`src/inc/ibb_map.svh`:
```
// Offsets, command codes, status fields and timing for the wire bridge
`ifndef IBB_MAP_SVH
`define IBB_MAP_SVH

// Link address (7 bits) and command codes
`define IBB_DEV_ADDR       7'h18
`define IBB_CMD_SLOT       8'h87
`define IBB_CMD_WBYTE      8'hA5
`define IBB_CMD_RBYTE      8'h96
`define IBB_CMD_SET_PTR    8'hC3

// Read pointer codes
`define IBB_PTR_STATUS     8'hF0
`define IBB_PTR_RDATA      8'hE1

// Status register fields and reset values
`define IBB_ST_BUSY_BIT    0
`define IBB_ST_SLOT_BIT    1
`define IBB_RDATA_RESET    8'h00

// Wire timing, in ns, and the core clock period
`define IBB_CLK_PERIOD_NS  10
`define IBB_T_SLOT_NS      70000
`define IBB_T_LOW1_NS      6000
`define IBB_T_LOW0_NS      60000
`define IBB_T_SAMPLE_NS    15000

// Cycle counts; least times round up
`define IBB_SLOT_CYC  ((`IBB_T_SLOT_NS + `IBB_CLK_PERIOD_NS - 1) / `IBB_CLK_PERIOD_NS)
`define IBB_LOW1_CYC  ((`IBB_T_LOW1_NS + `IBB_CLK_PERIOD_NS - 1) / `IBB_CLK_PERIOD_NS)
`define IBB_LOW0_CYC  ((`IBB_T_LOW0_NS + `IBB_CLK_PERIOD_NS - 1) / `IBB_CLK_PERIOD_NS)
`define IBB_SAMPLE_CYC ((`IBB_T_SAMPLE_NS + `IBB_CLK_PERIOD_NS - 1) / `IBB_CLK_PERIOD_NS)

`endif

```
`src/inc/ibb_pkg.sv`:
```
// Types shared by the wire bridge
package ibb_pkg;

	// Link slave states
	typedef enum logic [2:0] {I_IDLE, I_ADDR, I_WR, I_WACK, I_RD, I_RACK} ibb_link_st_t;

	// Wire engine states
	typedef enum logic [0:0] {W_IDLE, W_BIT} ibb_wire_st_t;

	// One queued wire operation
	typedef struct packed {
		logic [7:0] cmd;
		logic [7:0] data;
	} ibb_op_t;

endpackage

```
`src/core/ibb_bridge.sv`:
```
// Link slave, command queue and wire engine of the wire bridge
`timescale 1ns/100ps
`include "ibb_map.svh"

// =====================================================================
// Queue of pending wire operations
module ibb_fifo #(
	parameter int W = 16,
	parameter int D = 8
) (
	input  wire logic         core_clk,
	input  wire logic         rst,
	input  wire logic         in_valid,
	output logic              in_ready,
	input  wire logic [W-1:0] in_data,
	output logic              out_valid,
	input  wire logic         out_ready,
	output logic [W-1:0]      out_data
);
	localparam int AW = $clog2(D);
	logic [W-1:0]  mem_q [D];
	logic [AW-1:0] wp_q, wp_d, rp_q, rp_d;
	logic [AW:0]   cnt_q, cnt_d;
	logic          push, pop;

	// Honest flags from the fill count
	assign in_ready  = (cnt_q != (AW+1)'(D));
	assign out_valid = (cnt_q != '0);
	assign out_data  = mem_q[rp_q];
	assign push      = in_valid && in_ready;
	assign pop       = out_valid && out_ready;

	// Pointer and count next values
	always_comb
	begin
		wp_d  = push ? ((wp_q == AW'(D-1)) ? '0 : wp_q + 1'b1) : wp_q;
		rp_d  = pop ? ((rp_q == AW'(D-1)) ? '0 : rp_q + 1'b1) : rp_q;
		cnt_d = cnt_q + (AW+1)'(push) - (AW+1)'(pop);
	end

	// Storage has no reset; only the pointers and the fill count need one
	always_ff @(posedge core_clk)
	begin
		if (push)
			mem_q[wp_q] <= in_data;
	end

	always_ff @(posedge core_clk or posedge rst)
	begin
		if (rst)
		begin
			wp_q  <= '0;
			rp_q  <= '0;
			cnt_q <= '0;
		end
		else
		begin
			wp_q  <= wp_d;
			rp_q  <= rp_d;
			cnt_q <= cnt_d;
		end
	end
endmodule

// =====================================================================
// Overview of operation
// After slot command and parameter finish, status read returns slot result.
// Once busy falls after a slot, status holds that slot's valid result.
// While busy, every wire command code is answered with not-acknowledge.
// Master stops and restarts after a refused command code.
// Write-byte command plus one data byte in one transfer; byte goes onto wire.
// Write-byte captures nothing and leaves the read data register untouched.
// Busy falling after write-byte means the whole byte went out on the wire.
// Read-byte takes no parameter; result read after pointing at read data.
// Set-read-pointer to read data is accepted while a read-byte runs.
// Master polls status until idle, then points at read data and reads.
// With pointer at status, every read byte returns fresh status.
module ibb_bridge #(
	parameter int SLOT_CYC   = `IBB_SLOT_CYC,
	parameter int LOW1_CYC   = `IBB_LOW1_CYC,
	parameter int LOW0_CYC   = `IBB_LOW0_CYC,
	parameter int SAMPLE_CYC = `IBB_SAMPLE_CYC,
	parameter int Q_DEPTH    = 8
) (
	input  wire logic core_clk,
	input  wire logic rst,
	input  wire logic scl_in,
	input  wire logic sda_in,
	output logic      sda_out,
	output logic      sda_oe_n,
	input  wire logic wire_in,
	output logic      wire_out,
	output logic      wire_oe_n
);
	import ibb_pkg::*;

	// =================================================================
	// Synchronisers and link edge detection
	logic scl_s1, scl_s2, scl_s3, sda_s1, sda_s2, sda_s3, win_s1, win_s2;
	logic scl_rise, scl_fall, start_det, stop_det;

	always_ff @(posedge core_clk or posedge rst)
	begin
		if (rst)
		begin
			{scl_s1, scl_s2, scl_s3} <= 3'h7;
			{sda_s1, sda_s2, sda_s3} <= 3'h7;
			{win_s1, win_s2}         <= 2'h3;
		end
		else
		begin
			{scl_s1, scl_s2, scl_s3} <= {scl_in, scl_s1, scl_s2};
			{sda_s1, sda_s2, sda_s3} <= {sda_in, sda_s1, sda_s2};
			{win_s1, win_s2}         <= {wire_in, win_s1};
		end
	end

	// Start and stop are data edges while the clock stays high
	assign scl_rise  = scl_s2 && !scl_s3;
	assign scl_fall  = !scl_s2 && scl_s3;
	assign start_det = scl_s2 && scl_s3 && sda_s3 && !sda_s2;
	assign stop_det  = scl_s2 && scl_s3 && !sda_s3 && sda_s2;

	// =================================================================
	// Shared state between link side and wire side
	ibb_link_st_t is_q, is_d;
	ibb_wire_st_t ws_q, ws_d;
	ibb_op_t      q_in, q_out;
	logic         q_push, q_rdy, q_val, q_pop;
	logic [7:0]   rdat_q, rdat_d, ptr_q, ptr_d, status, tx_byte;
	logic         slot_q, slot_d, busy;

	// Pending queue entries count as busy, so a second command cannot slip in
	assign busy    = (ws_q == W_BIT) || q_val;
	assign status  = {6'h00, slot_q, busy} & 8'h03;
	// Pointer selects the byte sent on every read slot
	assign tx_byte = (ptr_q == `IBB_PTR_RDATA) ? rdat_q : status;

	ibb_fifo #(
		.W (16),
		.D (Q_DEPTH)
	) u_queue (
		.core_clk  (core_clk),
		.rst       (rst),
		.in_valid  (q_push),
		.in_ready  (q_rdy),
		.in_data   (q_in),
		.out_valid (q_val),
		.out_ready (q_pop),
		.out_data  (q_out)
	);

	// =================================================================
	// Link slave: address, command bytes, acknowledge and read-out
	logic [3:0] bc_q, bc_d;
	logic [7:0] sh_q, sh_d, cmd_q, cmd_d;
	logic       rw_q, rw_d, drv_q, drv_d, nak_q, nak_d, ph_q, ph_d, ok;

	always_comb
	begin
		is_d = is_q; bc_d = bc_q; sh_d = sh_q; rw_d = rw_q; drv_d = drv_q;
		nak_d = nak_q; ph_d = ph_q; cmd_d = cmd_q; ptr_d = ptr_q;
		q_push = 1'b0; q_in = '0; ok = 1'b0;
		if (start_det)
		begin
			is_d = I_ADDR; bc_d = '0; drv_d = 1'b0; ph_d = 1'b0;
		end
		else if (stop_det)
		begin
			is_d = I_IDLE; drv_d = 1'b0; ph_d = 1'b0;
		end
		else
		begin
			case (is_q)
			I_ADDR, I_WR:
			begin
				if (scl_rise)
				begin
					sh_d = {sh_q[6:0], sda_s2};
					bc_d = bc_q + 4'h1;
				end
				else if (scl_fall && bc_q == 4'h8)
				begin
					if (is_q == I_ADDR)
					begin
						ok   = (sh_q[7:1] == `IBB_DEV_ADDR);
						rw_d = sh_q[0];
					end
					else if (!ph_q)
					begin
						// Command byte; the set-pointer code itself is never refused, even while busy
						case (sh_q)
						`IBB_CMD_SET_PTR:
							ok = 1'b1;
						`IBB_CMD_SLOT, `IBB_CMD_WBYTE:
							ok = !busy && q_rdy;
						`IBB_CMD_RBYTE:
						begin
							ok     = !busy && q_rdy;
							q_push = ok;
							q_in   = '{cmd: sh_q, data: 8'h00};
							if (ok)
								ptr_d = `IBB_PTR_STATUS;
						end
						default:
							ok = 1'b0;
						endcase
						ph_d  = ok && (sh_q != `IBB_CMD_RBYTE);
						cmd_d = sh_q;
					end
					else if (cmd_q == `IBB_CMD_SET_PTR)
					begin
						ok   = (sh_q == `IBB_PTR_RDATA) || (sh_q == `IBB_PTR_STATUS);
						ph_d = 1'b0;
						if (ok)
							ptr_d = sh_q;
					end
					else
					begin
						// Parameter byte completes a slot or write-byte operation
						ok     = q_rdy;
						ph_d   = 1'b0;
						q_push = ok;
						q_in   = '{cmd: cmd_q, data: sh_q};
						ptr_d  = `IBB_PTR_STATUS;
					end
					nak_d = !ok;
					drv_d = ok;
					is_d  = I_WACK;
				end
			end
			I_WACK:
			begin
				if (scl_fall)
				begin
					drv_d = 1'b0;
					bc_d  = '0;
					if (nak_q)
						is_d = I_IDLE;
					else if (rw_q)
					begin
						sh_d  = tx_byte;
						drv_d = !tx_byte[7];
						is_d  = I_RD;
					end
					else
						is_d = I_WR;
				end
			end
			I_RD:
			begin
				if (scl_rise)
					bc_d = bc_q + 4'h1;
				else if (scl_fall)
				begin
					if (bc_q == 4'h8)
					begin
						drv_d = 1'b0;
						is_d  = I_RACK;
					end
					else
					begin
						sh_d  = {sh_q[6:0], 1'b0};
						drv_d = !sh_q[6];
					end
				end
			end
			I_RACK:
			begin
				if (scl_rise)
					nak_d = sda_s2;
				else if (scl_fall)
				begin
					if (nak_q)
						is_d = I_IDLE;
					else
					begin
						// Reload keeps status polling live within one transfer
						sh_d  = tx_byte;
						drv_d = !tx_byte[7];
						bc_d  = '0;
						is_d  = I_RD;
					end
				end
			end
			default:
				is_d = I_IDLE;
			endcase
		end
	end

	always_ff @(posedge core_clk or posedge rst)
	begin
		if (rst)
		begin
			is_q <= I_IDLE; bc_q <= '0; sh_q <= '0; rw_q <= 1'b0; drv_q <= 1'b0;
			nak_q <= 1'b0; ph_q <= 1'b0; cmd_q <= '0; ptr_q <= `IBB_PTR_STATUS;
		end
		else
		begin
			is_q <= is_d; bc_q <= bc_d; sh_q <= sh_d; rw_q <= rw_d; drv_q <= drv_d;
			nak_q <= nak_d; ph_q <= ph_d; cmd_q <= cmd_d; ptr_q <= ptr_d;
		end
	end

	// Only zeros are driven; the pull-up makes the ones
	assign sda_out  = 1'b0;
	assign sda_oe_n = !drv_q;

	// =================================================================
	// Wire engine: one time slot per bit, LSB first
	logic [15:0] tm_q, tm_d;
	logic [7:0]  wsh_q, wsh_d, wcmd_q, wcmd_d;
	logic [3:0]  wn_q, wn_d;
	logic        wdrv_q, wdrv_d, smp_q, smp_d;

	always_comb
	begin
		ws_d = ws_q; tm_d = tm_q; wsh_d = wsh_q; wcmd_d = wcmd_q; wn_d = wn_q;
		wdrv_d = wdrv_q; smp_d = smp_q; rdat_d = rdat_q; slot_d = slot_q; q_pop = 1'b0;
		case (ws_q)
		W_IDLE:
		begin
			wdrv_d = 1'b0;
			if (q_val)
			begin
				q_pop  = 1'b1;
				wcmd_d = q_out.cmd;
				tm_d   = '0;
				wdrv_d = 1'b1;
				ws_d   = W_BIT;
				// Slot sends the parameter's top bit; read sends ones to sample
				if (q_out.cmd == `IBB_CMD_SLOT)
				begin
					wsh_d = {7'h00, q_out.data[7]};
					wn_d  = 4'h1;
				end
				else
				begin
					wsh_d = (q_out.cmd == `IBB_CMD_WBYTE) ? q_out.data : 8'hFF;
					wn_d  = 4'h8;
				end
			end
		end
		W_BIT:
		begin
			tm_d   = tm_q + 16'h0001;
			wdrv_d = (tm_d < (wsh_q[0] ? 16'(LOW1_CYC) : 16'(LOW0_CYC)));
			if (tm_q == 16'(SAMPLE_CYC))
				smp_d = win_s2;
			if (tm_q == 16'(SLOT_CYC - 1))
			begin
				wsh_d = {smp_q, wsh_q[7:1]};
				wn_d  = wn_q - 4'h1;
				tm_d  = '0;
				if (wn_q == 4'h1)
				begin
					// Results land together with busy falling
					ws_d   = W_IDLE;
					wdrv_d = 1'b0;
					if (wcmd_q == `IBB_CMD_RBYTE)
						rdat_d = {smp_q, wsh_q[7:1]};
					if (wcmd_q == `IBB_CMD_SLOT)
						slot_d = smp_q;
				end
				else
					wdrv_d = 1'b1;
			end
		end
		default:
			ws_d = W_IDLE;
		endcase
	end

	always_ff @(posedge core_clk or posedge rst)
	begin
		if (rst)
		begin
			ws_q <= W_IDLE; tm_q <= '0; wsh_q <= '0; wcmd_q <= '0; wn_q <= '0;
			wdrv_q <= 1'b0; smp_q <= 1'b0; rdat_q <= `IBB_RDATA_RESET; slot_q <= 1'b0;
		end
		else
		begin
			ws_q <= ws_d; tm_q <= tm_d; wsh_q <= wsh_d; wcmd_q <= wcmd_d; wn_q <= wn_d;
			wdrv_q <= wdrv_d; smp_q <= smp_d; rdat_q <= rdat_d; slot_q <= slot_d;
		end
	end

	assign wire_out  = 1'b0;
	assign wire_oe_n = !wdrv_q;
endmodule

```
`config.mk`:
```
export PLATFORM = sky130hd
export DESIGN_NAME = ibb_bridge
export DESIGN_NICKNAME = d
export VERILOG_FILES = /design/src/inc/ibb_pkg.sv /design/src/core/ibb_bridge.sv
export VERILOG_INCLUDE_DIRS = /design/src /design/src/inc
export SDC_FILE = /design/constraint.sdc
export NUM_CORES = 1
export LEC_CHECK = 0
export ABC_AREA = 1
export ABC_CLOCK_PERIOD_IN_PS = 8050
export BUFFER_PORTS_ARGS = -buffer_cell sky130_fd_sc_hd__clkbuf_2
export CAP_MARGIN = 10
export CORE_MARGIN = 3
export CORE_UTILIZATION = 40
export CTS_CLUSTER_SIZE = 12
export DETAILED_ROUTE_END_ITERATION = 16
export GPL_ROUTABILITY_DRIVEN = 0
export PLACE_DENSITY = 0.64
export RECOVER_POWER = 25
export SLEW_MARGIN = 15
export SYNTH_ARGS = -nofsm -noshare
export SYNTH_HDL_FRONTEND = slang
export SYNTH_SLANG_ARGS = --single-unit
```
`constraint.sdc`:
```
create_clock -name core_clk -period 8.05 [get_ports core_clk]
set_input_delay 0.805 -clock core_clk [delete_from_list [all_inputs] [get_ports core_clk]]
set_output_delay 0.805 -clock core_clk [all_outputs]
set_load 0.05 [all_outputs]
```
==> reports/qor.csv <==
stage;metric;value;unit
timing;hold_ws;0.3546;ns
finish;Register Area;6387;um^2
global_route;gr ovfl total;0;
timing;FMAX;0.2448;GHz
die;die height;172.2;um
routing;drt pass-1 iters;5;
routing;DRC;0;
power;PwrDens;296.6;nW/um^2
die;Row Count;60;
finish;# diodes;0;
timing;final worst setup slack;3.965;ns
placement;PortBufs;6;
synthesis;syn_area_per_cell;9.458;um^2
routing;DR iter-0 viols;743;
die;Die Span X;172.2;um
setup_path;critical path required time;8.28;ns
die;CORE AREA;27030;um^2
routing;Via density;5.193;
synthesis;Post-Syn Instances;1168;
timing;Final Hold Vio Count;0;
setup_path;CP Max Fanout;19;
die;initial core utilization;0.4088;
synthesis;unique cell type count in the Yosys netlist;49;
clocking;Sink Count;229;
clocking;CTS Root Cell;clkbuf_16;
placement;placed cell area;11430;um^2
clocking;CTS tree;done;
global_route;initial antenna violation count;0;
setup_path;Worst EP arrival;4.32;ns
finish;area of the multi-input gates;3834;um^2
finish;Final #Nets;1203;
worst_hold_path;Hold Startpoint;win_s1;
clocking;PostCTS Resize Cnt;0;
global_route;pin count of the biggest net entering global routing;74;
synthesis;Yosys warning count;0;
synthesis;sequential share of the synthesized area;0.5781;
global_route;vias in the first global route;7589;
setup_path;worst setup path class;flop to flop;
worst_hold_path;worst hold path depth;0;
timing;RSZ-0062 raised after global routing;no;
timing;# setup viols final;0;
routing;DRT antenna net count;0;
clocking;CTS clk-pin slew, worst paths;0.06;ns
flow_run;MaxCap Viol Count;0;
synthesis;Area contributors post-synth;edfxtp_1 (35%), dfrtp_1 (20%), nand2_1 (8.0%), inv_1 (5.2%), nand3_1 (3.8%);
die;die area;29650;um^2
setup_path;CP Launch Type;flop;
synthesis;FF+latch count, synth;229;
synthesis;Synth Flop Type;edfxtp_1;
clocking;Post-CTS Setup Repair Bufs;0;
timing;setup TNS;0;ns
power;P_leak;5.305;nW
timing;skew final;0.02117;ns
timing;slew of the pin with the lowest slew margin;1.292;ns
synthesis;share of the synthesized area in the top cell type;0.3479;
clocking;CTS Hold Bufs;0;
finish;most frequent cells in the layout;nand2_1 (235), inv_1 (153), edfxtp_1 (128);
timing;Final Slew Violations;0;
synthesis;ys async rst share;0.4410;
worst_hold_path;Hold EP;win_s2;
setup_path;Worst Reg2Reg Path Length in Cells;10;
finish;fillcell total;2550;
global_route;first-pass GRT wire length;40880;um
setup_path;worst reg2reg path endpoint;u_queue.mem_q[4][6];
setup_path;Critical Path End Type;flop;
setup_path;R2R setup slack;3.97;ns
placement;pre-CTS setup slack;4.824;ns
clocking;Skew-Pair Late Insertion Delay;0.53;ns
routing;wire length per cell;16.53;um
routing;final wirelength;25400;um
placement;hpwl dp;16700;um
timing;max_slew headroom;0.1341;
die;Top Ports;9;
finish;Finished Cell Area;12190;um^2
power;Total Power;3.616;mW
worst_hold_path;Hold Path Class;flop to flop;
synthesis;Cell Area, Synth;11050;um^2
clocking;TritonCTS buffer count;25;
setup_path;reg-to-reg critical path startpoint;ws_q;
power;Peak VDD IR;0.2091;mV
global_route;GRT Total Usage;0.1736;
timing;Final period util;0.5074;
finish;commonest non-fill, non-tap cell in the layout;nand2_1;
finish;layout cells sized above 1;0.1129;
synthesis;cell taking the most area after synthesis;edfxtp_1;
outcome;outcome;finished clean;
clocking;H-tree levels;1;
clocking;Clock Tree Buf Depth;3;
routing;total number of vias;7982;
timing;min Tclk post-route;4.085;ns
synthesis;Post-synth EDFFs;128;
finish;synth-to-layout area growth;10.36;%
[where the power goes]
part           internal (mW)  switching (mW)
logic                  0.325           0.740
clock network          0.622           0.458
registers               1.35           0.117
[state kept, by name, summed over array words and instances (netlist names), 3 cells and up]
register / flops
wcmd_q: 8
wn_q: 4
u_queue.cnt_q: 4
wsh_q: 8
sh_q: 8
bc_q: 4
u_queue.mem_q: 128
u_queue.wp_q: 3
ptr_q: 8
tm_q: 16
cmd_q: 8
is_q: 3
u_queue.rp_q: 3
rdat_q: 8
[stage by stage]
stage	utilization	std cells
after floorplan	-	1169
after global placement	0.4229	1491
after detailed placement	0.4229	1491
after CTS	0.4514	1537
after global routing	0.4511	1537
final	0.4511	1537
[critical path: stages, from the launching register on]
cell	delay [ns]
dfrtp_1	0.54
inv_1	0.55
nand3_1	0.80
nor2_1	0.43
nand2_1	0.15
nand2_1	0.12
nand2_4	0.09
nor2_4	0.17
nand2_2	0.13
nor3_2	0.49
buf_4	0.31
[synthesized netlist by cell type (3+ instances only)]
cell / number
nand2_1: 235
inv_1: 153
edfxtp_1: 128
nor2_1: 109
dfrtp_1: 89
nand3_1: 83
o21ai_0: 80
a21oi_1: 36
nor3_1: 29
ha_1: 20
nand4_1: 20
a21oi_2: 16
buf_2: 14
o221ai_1: 14
inv_2: 13
o22ai_1: 13
dfstp_2: 12
o21ai_1: 12
clkbuf_1: 11
nand2_2: 8
buf_4: 7
nor2_4: 7
xor2_1: 6
buf_6: 5
clkinv_1: 4
nor2_2: 4
nor4_1: 4
or2_1: 4
a31oi_1: 3
nand2_4: 3
nand4_4: 3
xnor2_1: 3
[kinds of logic (layout without fill, tap and decap cells)]
| family | Yosys count | in the layout | share of synthesized area |
|---|---|---|---|
| flops | 229 | 229 | 0.5781 |
| xor+xnor | 9 | 9 | 0.007136 |
| fa+ha+maj | 21 | 21 | 0.02446 |
| other cells | 1 | 2 | 0.0003395 |
| buf+inv | 209 | 236 | 0.07860 |
| mux | 2 | 2 | 0.001812 |
| simple gates | 518 | 518 | 0.2151 |
| compound gates | 179 | 179 | 0.09446 |
[worst max path at each step]
stage	startpoint	to	cells after the start
after global placement	ws_q	u_queue.mem_q[4][15]	10
final	ws_q	u_queue.mem_q[4][6]	10
after floorplan	rst	bc_q[0]	1
after global routing	ws_q	u_queue.mem_q[4][3]	10
after detailed placement	ws_q	u_queue.mem_q[4][0]	10
after CTS	ws_q	u_queue.mem_q[4][6]	10
[layout make-up]
class | count | area share
Sequential cell | 229 | 0.5239
Clock buffer | 39 | 0.05973
Multi-Input combinational cell | 731 | 0.3144
Clock inverter | 7 | 0.003489
Inverter | 171 | 0.05296
Timing Repair Buffer | 19 | 0.01047
Tap cell | 341 | 0.03500
[per-layer routing]
| layer | share of wire | track usage | vias to the layer above |
|---|---|---|---|
| met5 | 0 | 0 | - |
| met4 | 0.029 | 0.05727 | 0 |
| met3 | 0.064 | 0.03201 | 48 |
| met2 | 0.45 | 0.2709 | 241 |
| met1 | 0.46 | 0.2467 | 3773 |
| li1 | - | - | 3920 |
(Power assumes the default switching activity.)
